===== src/hdl/asq_pkg.sv =====
// shared constants and types for the converter sequencer
package asq_pkg;
	// -------------------------------------------------
	// register map
	// -------------------------------------------------
	localparam logic [15:0] ADDR_CTL0 = 16'h01A0;
	localparam logic [15:0] ADDR_CTL1 = 16'h01A2;
	localparam logic [15:0] ADDR_FLAG = 16'h01A4;
	localparam logic [15:0] ADDR_IE   = 16'h01A6;
	localparam logic [15:0] ADDR_VEC  = 16'h01A8;
	localparam logic [15:0] ADDR_RES0 = 16'h0140;
	localparam logic [15:0] ADDR_ENT0 = 16'h0080;
	localparam logic [15:0] RST_WORD  = 16'h0000;

	// -------------------------------------------------
	// modes, vectors, timing
	// -------------------------------------------------
	localparam logic [1:0] MODE_SINGLE  = 2'h0;
	localparam logic [1:0] MODE_SEQ     = 2'h1;
	localparam logic [1:0] MODE_RSINGLE = 2'h2;
	localparam logic [1:0] MODE_RSEQ    = 2'h3;
	localparam logic [5:0] VEC_NONE     = 6'h00;
	localparam logic [5:0] VEC_OV       = 6'h02;
	localparam logic [5:0] VEC_TOV      = 6'h04;
	localparam logic [5:0] VEC_FLAG0    = 6'h06;
	localparam logic [3:0] TEMP_CHAN    = 4'hA;
	localparam logic [10:0] CONV_CYCLES = 11'h00D;
	localparam logic [10:0] SHT_CYCLES [0:15] = '{
		11'h004, 11'h008, 11'h010, 11'h020, 11'h040, 11'h060, 11'h080, 11'h0C0,
		11'h100, 11'h180, 11'h200, 11'h300, 11'h400, 11'h400, 11'h400, 11'h400};

	// -------------------------------------------------
	// register layouts
	// -------------------------------------------------
	typedef struct packed {
		logic [3:0] sht_hi;
		logic [3:0] sht_lo;
		logic       multi_sample_convert;
		logic       ref_hi;
		logic       ref_on;
		logic       core_on;
		logic       ovie;
		logic       tovie;
		logic       conversion_enable;
		logic       sc;
	} asq_ctl0_t;

	typedef struct packed {
		logic [3:0] start_idx;
		logic [6:0] rsv_hi;
		logic       trig_ext;
		logic [1:0] mode;
		logic       rsv_lo;
		logic       busy;
	} asq_ctl1_t;

	typedef struct packed {
		logic       last;
		logic [2:0] refsel;
		logic [3:0] chan;
	} asq_entry_t;

	// control toward the analog core
	typedef struct packed {
		logic       sample_control;
		logic       convert_active;
		logic       core_on;
		logic [3:0] channel;
		logic [2:0] refsel;
		logic       ref_power;
		logic       ref_hi;
	} asq_core_t;

	typedef enum logic [1:0] {ST_IDLE, ST_WAIT, ST_SAMPLE, ST_CONV} asq_fsm_t;
endpackage


===== src/hdl/asq_core.sv =====
// converter sequencer: modes, slots, flags, overflow and vector
//
// Operation
// sixteen slots with entries; without last marker in entry 15 wrap to 0
// start index picks the only entry or first entry of a sequence
// hidden pointer steps after each conversion until a marked entry is done
// writing a result sets that slot's flag
// mode 00 single, 01 sequence, 10 repeat single, 11 repeat sequence
// single mode retriggers by start bit; other sources need enable toggled
// sequence-once stops after marked entry; external trigger needs enable toggle
// repeat single converts one channel, overwriting its one slot
// repeat sequence ends pass at marker, restarts from start entry
// multi convert starts on first edge, then auto; later edges ignored
// single mode enable clear aborts at once, result unpredictable
// repeat single stops after conversion; sequences stop after sequence
// mode 0 with enable clear halts immediately in every mode
// sequence without marker ignores enable clear alone
// temperature channel powers reference without touching selections
// eighteen sources; flag requests need its enable and global enable
// result over an unread slot raises overflow
// trigger while converting raises time overflow
// vector reports highest enabled pending source only
// vector 0 none, 2 overflow, 4 time overflow, 6 up for flags
// vector access clears top overflow condition, flags untouched
// slot access clears its flag; software may clear flags directly
// no conversion starts without conversion enable
// sample control fall starts a 13 cycle conversion
// low sample time for entries 0-7, high for 8-15
// flag 15 gives vector 36; lower vector wins
// reset returns pointer, overflows and state machine to idle
`timescale 1ns/100ps
module asq_core (
	// clock and reset
	input  wire logic              clk,
	input  wire logic              reset_n,
	// register port
	input  wire logic [15:0]       reg_addr,
	input  wire logic [15:0]       reg_wdata,
	input  wire logic              reg_wr,
	input  wire logic              reg_rd,
	output logic [15:0]            reg_rdata,
	// trigger, global enable, analog result
	input  wire logic              sample_trigger_in,
	input  wire logic              global_irq_enable,
	input  wire logic [11:0]       conv_result,
	// analog core control and interrupt
	output asq_pkg::asq_core_t     core_ctl,
	output logic                   irq_req
);
	// -------------------------------------------------
	// state
	// -------------------------------------------------
	typedef struct packed {
		asq_pkg::asq_fsm_t            fsm;
		asq_pkg::asq_ctl0_t           ctl0;
		asq_pkg::asq_ctl1_t           ctl1;
		asq_pkg::asq_entry_t [15:0]   ent;
		logic [15:0][11:0]            res;
		logic [15:0]                  flag;
		logic [15:0]                  ie;
		logic [15:0]                  unread;
		logic                         ov;
		logic                         tov;
		logic [3:0]                   ptr;
		logic [10:0]                  cnt;
		logic                         trig_q;
		logic                         rearm;
		logic [15:0]                  rdata;
		asq_pkg::asq_core_t           core;
		logic                         irq;
	} asq_state_t;

	asq_state_t s_ff;
	asq_state_t nxt_s;

	// -------------------------------------------------
	// decode helpers
	// -------------------------------------------------
	function automatic logic res_hit(input logic [15:0] a);
		res_hit = (a[15:5] == asq_pkg::ADDR_RES0[15:5]) && !a[0];
	endfunction

	function automatic logic ent_hit(input logic [15:0] a);
		ent_hit = (a[15:4] == asq_pkg::ADDR_ENT0[15:4]);
	endfunction

	function automatic logic [10:0] samp_len(input asq_pkg::asq_ctl0_t c,
		input logic [3:0] idx);
		samp_len = idx[3] ? asq_pkg::SHT_CYCLES[c.sht_hi] : asq_pkg::SHT_CYCLES[c.sht_lo];
	endfunction

	logic        acc;
	logic        trig;
	logic        abort;
	logic        conv_done;
	logic        ov_set;
	logic        tov_set;
	logic        auto_run;
	logic [5:0]  vec;
	logic [3:0]  nptr;
	logic        go;
	logic        last;
	logic        sc_wr;

	// -------------------------------------------------
	// vector priority
	// -------------------------------------------------
	always_comb begin
		vec = asq_pkg::VEC_NONE;
		for (int i = 15; i >= 0; i--) begin
			if (s_ff.flag[i] && s_ff.ie[i])
				vec = 6'(asq_pkg::VEC_FLAG0 + 6'(2 * i));
		end
		if (s_ff.tov && s_ff.ctl0.tovie)
			vec = asq_pkg::VEC_TOV;
		if (s_ff.ov && s_ff.ctl0.ovie)
			vec = asq_pkg::VEC_OV;
	end

	// -------------------------------------------------
	// next state
	// -------------------------------------------------
	always_comb begin
		nxt_s = s_ff;
		acc = (reg_wr || reg_rd) && (reg_addr == asq_pkg::ADDR_VEC);
		sc_wr = reg_wr && (reg_addr == asq_pkg::ADDR_CTL0) && reg_wdata[0];
		// software start or rising external edge
		trig = s_ff.ctl1.trig_ext ? (sample_trigger_in && !s_ff.trig_q) : sc_wr;
		nxt_s.trig_q = sample_trigger_in;
		abort = (s_ff.ctl1.mode == asq_pkg::MODE_SINGLE) && !s_ff.ctl0.conversion_enable;
		conv_done = (s_ff.fsm == asq_pkg::ST_CONV) && (s_ff.cnt == 11'h001) && !abort;
		auto_run = s_ff.ctl0.multi_sample_convert && (s_ff.ctl1.mode != asq_pkg::MODE_SINGLE);
		// edges during an automatic run are ignored, not overflows
		tov_set = trig && !auto_run && ((s_ff.fsm == asq_pkg::ST_SAMPLE) ||
			(s_ff.fsm == asq_pkg::ST_CONV));
		ov_set = conv_done && s_ff.unread[s_ff.ptr];
		last = s_ff.ent[s_ff.ptr].last;
		nptr = s_ff.ptr;
		go = 1'b0;

		// register writes
		if (reg_wr) begin
			if (reg_addr == asq_pkg::ADDR_CTL0) begin
				if (!s_ff.ctl0.conversion_enable)
					nxt_s.ctl0 = reg_wdata;
				else begin
					nxt_s.ctl0.conversion_enable = reg_wdata[1];
					nxt_s.ctl0.sc = reg_wdata[0];
				end
			end
			if (reg_addr == asq_pkg::ADDR_CTL1) begin
				// mode stays writable so a run can be halted
				nxt_s.ctl1.mode = reg_wdata[2:1];
				if (!s_ff.ctl0.conversion_enable) begin
					nxt_s.ctl1.start_idx = reg_wdata[15:12];
					nxt_s.ctl1.trig_ext = reg_wdata[3];
				end
			end
			if (reg_addr == asq_pkg::ADDR_FLAG)
				nxt_s.flag = reg_wdata;
			if (reg_addr == asq_pkg::ADDR_IE)
				nxt_s.ie = reg_wdata;
			if (ent_hit(reg_addr) && !s_ff.ctl0.conversion_enable)
				nxt_s.ent[reg_addr[3:0]] = reg_wdata[7:0];
			if (res_hit(reg_addr))
				nxt_s.res[reg_addr[4:1]] = reg_wdata[11:0];
		end

		// register reads, data stand one cycle later
		nxt_s.rdata = asq_pkg::RST_WORD;
		if (reg_rd) begin
			if (reg_addr == asq_pkg::ADDR_CTL0)
				nxt_s.rdata = s_ff.ctl0;
			if (reg_addr == asq_pkg::ADDR_CTL1)
				nxt_s.rdata = s_ff.ctl1;
			if (reg_addr == asq_pkg::ADDR_FLAG)
				nxt_s.rdata = s_ff.flag;
			if (reg_addr == asq_pkg::ADDR_IE)
				nxt_s.rdata = s_ff.ie;
			if (reg_addr == asq_pkg::ADDR_VEC)
				nxt_s.rdata = {10'h000, vec};
			if (ent_hit(reg_addr))
				nxt_s.rdata = {8'h00, s_ff.ent[reg_addr[3:0]]};
			if (res_hit(reg_addr))
				nxt_s.rdata = {4'h0, s_ff.res[reg_addr[4:1]]};
		end
		// any slot access frees the slot and drops its flag
		if ((reg_rd || reg_wr) && res_hit(reg_addr)) begin
			nxt_s.flag[reg_addr[4:1]] = 1'b0;
			nxt_s.unread[reg_addr[4:1]] = 1'b0;
		end

		// vector access clears only the overflow it reports
		if (acc && vec == asq_pkg::VEC_OV)
			nxt_s.ov = 1'b0;
		if (acc && vec == asq_pkg::VEC_TOV)
			nxt_s.tov = 1'b0;

		if (!s_ff.ctl0.conversion_enable)
			nxt_s.rearm = 1'b0;

		// -------------------------------------------------
		// sequencer
		// -------------------------------------------------
		case (s_ff.fsm)
			asq_pkg::ST_IDLE, asq_pkg::ST_WAIT: begin
				if (s_ff.fsm == asq_pkg::ST_IDLE)
					nptr = s_ff.ctl1.start_idx;
				if (trig && s_ff.ctl0.conversion_enable && !s_ff.rearm)
					go = 1'b1;
				else if (s_ff.fsm == asq_pkg::ST_WAIT && !s_ff.ctl0.conversion_enable &&
					s_ff.ctl1.mode == asq_pkg::MODE_RSINGLE)
					nxt_s.fsm = asq_pkg::ST_IDLE;
			end
			asq_pkg::ST_SAMPLE: begin
				nxt_s.cnt = 11'(s_ff.cnt - 11'h001);
				if (s_ff.cnt == 11'h001) begin
					nxt_s.fsm = asq_pkg::ST_CONV;
					nxt_s.cnt = asq_pkg::CONV_CYCLES;
				end
			end
			asq_pkg::ST_CONV: begin
				nxt_s.cnt = 11'(s_ff.cnt - 11'h001);
				if (conv_done) begin
					nxt_s.res[s_ff.ptr] = conv_result;
					nxt_s.unread[s_ff.ptr] = 1'b1;
					nxt_s.fsm = asq_pkg::ST_IDLE;
					case (s_ff.ctl1.mode)
						asq_pkg::MODE_SINGLE: begin
							nxt_s.rearm = s_ff.ctl1.trig_ext;
						end
						asq_pkg::MODE_SEQ: begin
							if (last)
								nxt_s.rearm = s_ff.ctl1.trig_ext;
							else begin
								nptr = 4'(s_ff.ptr + 4'h1);
								nxt_s.fsm = asq_pkg::ST_WAIT;
								go = s_ff.ctl0.multi_sample_convert;
							end
						end
						asq_pkg::MODE_RSINGLE: begin
							if (s_ff.ctl0.conversion_enable) begin
								nxt_s.fsm = asq_pkg::ST_WAIT;
								go = s_ff.ctl0.multi_sample_convert;
							end
						end
						default: begin
							// without a marker enable clear never ends the run
							if (last)
								nptr = s_ff.ctl1.start_idx;
							else
								nptr = 4'(s_ff.ptr + 4'h1);
							if (s_ff.ctl0.conversion_enable || !last) begin
								nxt_s.fsm = asq_pkg::ST_WAIT;
								go = s_ff.ctl0.multi_sample_convert;
							end
						end
					endcase
				end
			end
			default: nxt_s.fsm = asq_pkg::ST_IDLE;
		endcase

		nxt_s.ptr = nptr;
		if (go) begin
			nxt_s.fsm = asq_pkg::ST_SAMPLE;
			nxt_s.cnt = samp_len(s_ff.ctl0, nptr);
			nxt_s.ctl0.sc = 1'b0;
		end
		if (abort && s_ff.fsm != asq_pkg::ST_IDLE)
			nxt_s.fsm = asq_pkg::ST_IDLE;
		if (!s_ff.ctl0.conversion_enable && !go)
			nxt_s.ctl0.sc = 1'b0;

		// hardware sets win over clears
		if (conv_done)
			nxt_s.flag[s_ff.ptr] = 1'b1;
		if (ov_set)
			nxt_s.ov = 1'b1;
		if (tov_set)
			nxt_s.tov = 1'b1;

		nxt_s.ctl1.busy = (nxt_s.fsm != asq_pkg::ST_IDLE);
		nxt_s.core.sample_control = (nxt_s.fsm == asq_pkg::ST_SAMPLE);
		nxt_s.core.convert_active = (nxt_s.fsm == asq_pkg::ST_CONV);
		nxt_s.core.core_on = s_ff.ctl0.core_on;
		nxt_s.core.channel = s_ff.ent[nptr].chan;
		nxt_s.core.refsel = s_ff.ent[nptr].refsel;
		nxt_s.core.ref_hi = s_ff.ctl0.ref_hi;
		// temperature sensor needs the reference while in use
		nxt_s.core.ref_power = s_ff.ctl0.ref_on || (s_ff.ent[nptr].chan ==
			asq_pkg::TEMP_CHAN && nxt_s.fsm != asq_pkg::ST_IDLE);
		nxt_s.irq = global_irq_enable && (vec != asq_pkg::VEC_NONE);
	end

	always_ff @(posedge clk or negedge reset_n) begin
		if (!reset_n)
			s_ff <= '0;
		else
			s_ff <= nxt_s;
	end

	assign reg_rdata = s_ff.rdata;
	assign core_ctl  = s_ff.core;
	assign irq_req   = s_ff.irq;
endmodule


===== config.mk =====
export PLATFORM = sky130hd
export DESIGN_NAME = asq_core
export DESIGN_NICKNAME = d
export VERILOG_FILES = /design/src/hdl/asq_pkg.sv /design/src/hdl/asq_core.sv
export SDC_FILE = /design/constraint.sdc
export NUM_CORES = 1
export LEC_CHECK = 0
export BUFFER_PORTS_ARGS = -buffer_cell sky130_fd_sc_hd__buf_2
export CAP_MARGIN = 5
export CORE_MARGIN = 10
export CORE_UTILIZATION = 60
export CTS_BUF_LIST = sky130_fd_sc_hd__clkbuf_16
export DETAILED_ROUTE_END_ITERATION = 16
export GPL_TIMING_DRIVEN = 0
export PLACE_DENSITY = 0.78
export SYNTH_ARGS = -nofsm -noshare
export SYNTH_HDL_FRONTEND = slang
export SYNTH_SLANG_ARGS = --single-unit

===== constraint.sdc =====
create_clock -name clk -period 3.69 [get_ports clk]
set_clock_uncertainty 0.05 [all_clocks]
set_input_delay 0.5535 -clock clk [delete_from_list [all_inputs] [get_ports clk]]
set_output_delay 0.5535 -clock clk [all_outputs]
set_load 0.05 [all_outputs]

==> impl_results.md <==
* Commonest cells in the netlist: 442 x dfrtp_1, 267 x nor2_1, 237 x mux2i_1
* Pin count of the biggest net entering global routing at 106
* Comb pwr share at roughly 7%
* Area leader, netlist: dfrtp_1
* Htree depth at 2
* Share of power burned in registers at 47.5%
* Vias at 19.8k
* Routability cong. at 0.960
* Dpl cell area at 25200 sq um
* Core ar. at 39700 sq um
* Crit Path Category: reg2reg
* Pleak at 13.1 nW
* Pre-CTS setup slack at -1.66 ns
* Power Density at approximately 390 nW/um^2
* Main combinational cell family by area after synthesis: multiplexers
* CTS Sinks at 442
* Layout cells sized above 1 at 22.1%
* Post-synthesis mux area share at between 20% and 30%
* TritonCTS clock tree: done
* Synth Area in XOR/XNOR at less than 1%
* Fillers at 2797
* Part of the cycle the worst path needs at 103%
* HPWL after DPL at 56400 um
* Tot Pwr at 0.0106 W
* Area grow syn2layout at 12.4%
* # port buffers at 50
* Synth warn at 0
* First drt pass iteration count at 7
* Die width at between 200 and 250 um
* Simple-gate area share of the yosys netlist at 10.2%
* Register area at 11100 sq um
* Fin nets at 2378
* Initial Util at roughly three fifths
* Post-synth ARST share at 100%
* Antenna-violating nets left at 0
* DRC at 0
* Initial antenna violation count at 6
* GRT Total Usage at 32.5%
* Final setup viols at 3
* #FFs+latches synth at ~440
* Synthesized net count at 2265
* Post-synthesis adder-cell area fraction at less than 1%
* Post-synthesis cell type count at 70
* CP required at ~4.1 ns
* Max_cap viols at 0
* Finished Cell Area at 27100 sq um
* Maximum vdd drop at just under 300 uV
* Pint at between 0.007 and 0.008 W
* Failing checks: setup timing
* Worst-skew pair later-pin latency at 0.61 ns
* Hold Crit Class: in2reg
* Compound-gate portion of the synthesized area at between 10% and 20%
* Prevailing post-synth register cell: dfrtp_1
* CTS Root Cell: clkbuf_16
* Reg clk slew, reported paths at 0.06 ns
* Global-route wire length before repair at 119000 um
* CP max FO at 11
* Sw Share at 24.8%
* Final WL at 79400 um
* Max Clock Freq at approximately 0.26 GHz
* Syn Area/Cell at roughly 11 sq um
* Iter 0 DRT Violations at approximately 3.2k
* Final slew viol count at 0
* Clock buffers created by TritonCTS at 48
* CP arrival at between 4 and 5 ns
* NetSw at roughly 0.0026 W
* Hold Vio Cnt, Final at 0
* Post-synth EDFFs at 0
* CP Capture Type: flip-flop
* Sequential cell area fraction in the yosys report at 45.8%
* Most common cell in the netlist: dfrtp_1
* Fin crit period at approximately 3.8 ns
* IO Pins at 79
* Wire length per cell at 27.5 um
* Area of the multi-input gates at ~12000 sq um
* Total gr overflow at 0
* Post-Synthesis Cells at 2209
* Result of the run: complete, but fails checks
* Clk network pwr share at 45.3%
* Startpoint types: flip-flop
* Top-area cell type share of the netlist area at 45.8%
* Synth area leaders: dfrtp_1 46%, mux2i_1 9.8%, mux4_2 9.8%
* Vias per Instance at 6.84
* Die area at just under 50000 sq um
* Worst setup margin at -0.120 ns
* Vias in the first global route at 19.5k
* Synthesized area at 24100 sq um
* Setup TNS at -0.129 ns
* Actual slew at the worst max-slew pin at 1.29 ns
* Row Count at 73
* Chip height at 221 um
* Slew Limit Headroom at around an eighth
* RSZ-0062 raised after global routing: true
* Max clock buf depth at 3
[area by class of cell]
cell class                 count  area share [%]
timing repair buffer          66            1.79
buffer                       222            4.06
clock buffer                  50            4.61
tap                          525            2.42
clock inverter                38            1.06
antenna                        5          0.0461
multi-input combinational   1521            44.9
inverter                      21           0.304
sequential                   442            40.8
[flip-flops by register name (all words and copies together) (netlist names)]
name / count
core_ctl: 12
irq_req: 1
nxt_s: 2
reg_rdata: 16
s_ff: 411
[path summary, 6_finish.rpt]
path                                           to  depth (start not counted)  slack [ns]                  start
setup / recovery            core_ctl[1]$_DFF_PN0_                         15       -0.12     s_ff[42]$_DFF_PN0_
hold / removal                 s_ff[30]$_DFF_PN0_                          1        0.05      sample_trigger_in
setup reg to reg            core_ctl[1]$_DFF_PN0_                         15       -0.12     s_ff[42]$_DFF_PN0_
hold reg to reg             core_ctl[9]$_DFF_PN0_                          0        0.36  nxt_s[10]$_DFFE_PN0P_
max in group asynchronous   s_ff[397]$_DFFE_PN0P_                          4        1.73                reset_n
min in group asynchronous  reg_rdata[6]$_DFF_PN0_                          2        0.47                reset_n
[through the flow]
stage / hold WS, ns / utilization (%) / instances
after floorplan: 0.208 / - / 2209
after global placement: 0.335 / 63.0 / 2784
after detailed placement: 0.344 / 63.4 / 2789
after CTS: 0.0346 / 67.6 / 2878
after global routing: 0.0475 / 68.2 / 2886
final: 0.0477 / 68.3 / 2890
[logic make-up after synthesis]
family / count (synthesis)
simple gates: 564
mux: 527
flops: 442
compound gates: 420
buf+inv: 247
fa+ha+maj: 6
xor+xnor: 3
[critical path, cell delays in order, from the launching register on]
cell and delay, ns:
dfrtp_1 0.42, buf_6 0.17, buf_12 0.13, mux2i_2 0.15
mux4_2 0.54, mux2i_4 0.25, a21oi_2 0.09, o32a_4 0.37
buf_12 0.16, buf_12 0.14, buf_12 0.15, mux2i_1 0.23
nand2_1 0.11, a21oi_2 0.20, o311ai_4 0.17, o41ai_2 0.37
[power groups by stage]
stage | clock network, W | registers, W | logic [W]
global placement | 0 | 0.00510 | 0.000692
floorplan | 0 | 0.00508 | 0.000406
detailed placement | 0 | 0.00510 | 0.000730
finish | 0.00479 | 0.00502 | 0.000761
CTS | 0.00477 | 0.00502 | 0.000736
global route | 0.00498 | 0.00503 | 0.000802
[what timing repair did]
item,in CTS,in global routing
cloned,0,2
resized for setup,46,42
hold buffers,1,0
endpoints found under the hold margin,73,0
pin swaps,3,11
endpoints found under the setup margin,297,225
setup buffers,3,6
[routing by layer]
layer | routed length, um | up-vias | GRT usage (%)
li1 | - | 8220 | -
met1 | 28600 | 9786 | 41.3
met2 | 36000 | 1469 | 49.7
met3 | 10500 | 284 | 10.4
met4 | 4220 | 0 | 15.6
met5 | 0 | - | 0
[cell usage in the layout (no fill, tap or decap), types with 11 or more instances in the layout]
| master | n |
|---|---|
| o21ai_0 | 51 |
| a311oi_1 | 11 |
| mux4_2 | 105 |
| nand2_1 | 152 |
| a31oi_1 | 16 |
| buf_1 | 42 |
| mux2_2 | 180 |
| nor3_1 | 22 |
| buf_2 | 53 |
| a211oi_1 | 16 |
| nor2_1 | 261 |
| inv_1 | 27 |
| nand3_1 | 21 |
| a21oi_1 | 234 |
| a22oi_1 | 15 |
| dfrtp_1 | 442 |
| clkbuf_16 | 51 |
| mux2i_1 | 235 |
| clkinv_1 | 14 |
| nor2b_1 | 14 |
| nand2b_1 | 17 |
| buf_4 | 40 |
| clkbuf_1 | 121 |
Note: power is estimated with default switching activity, not from simulation.
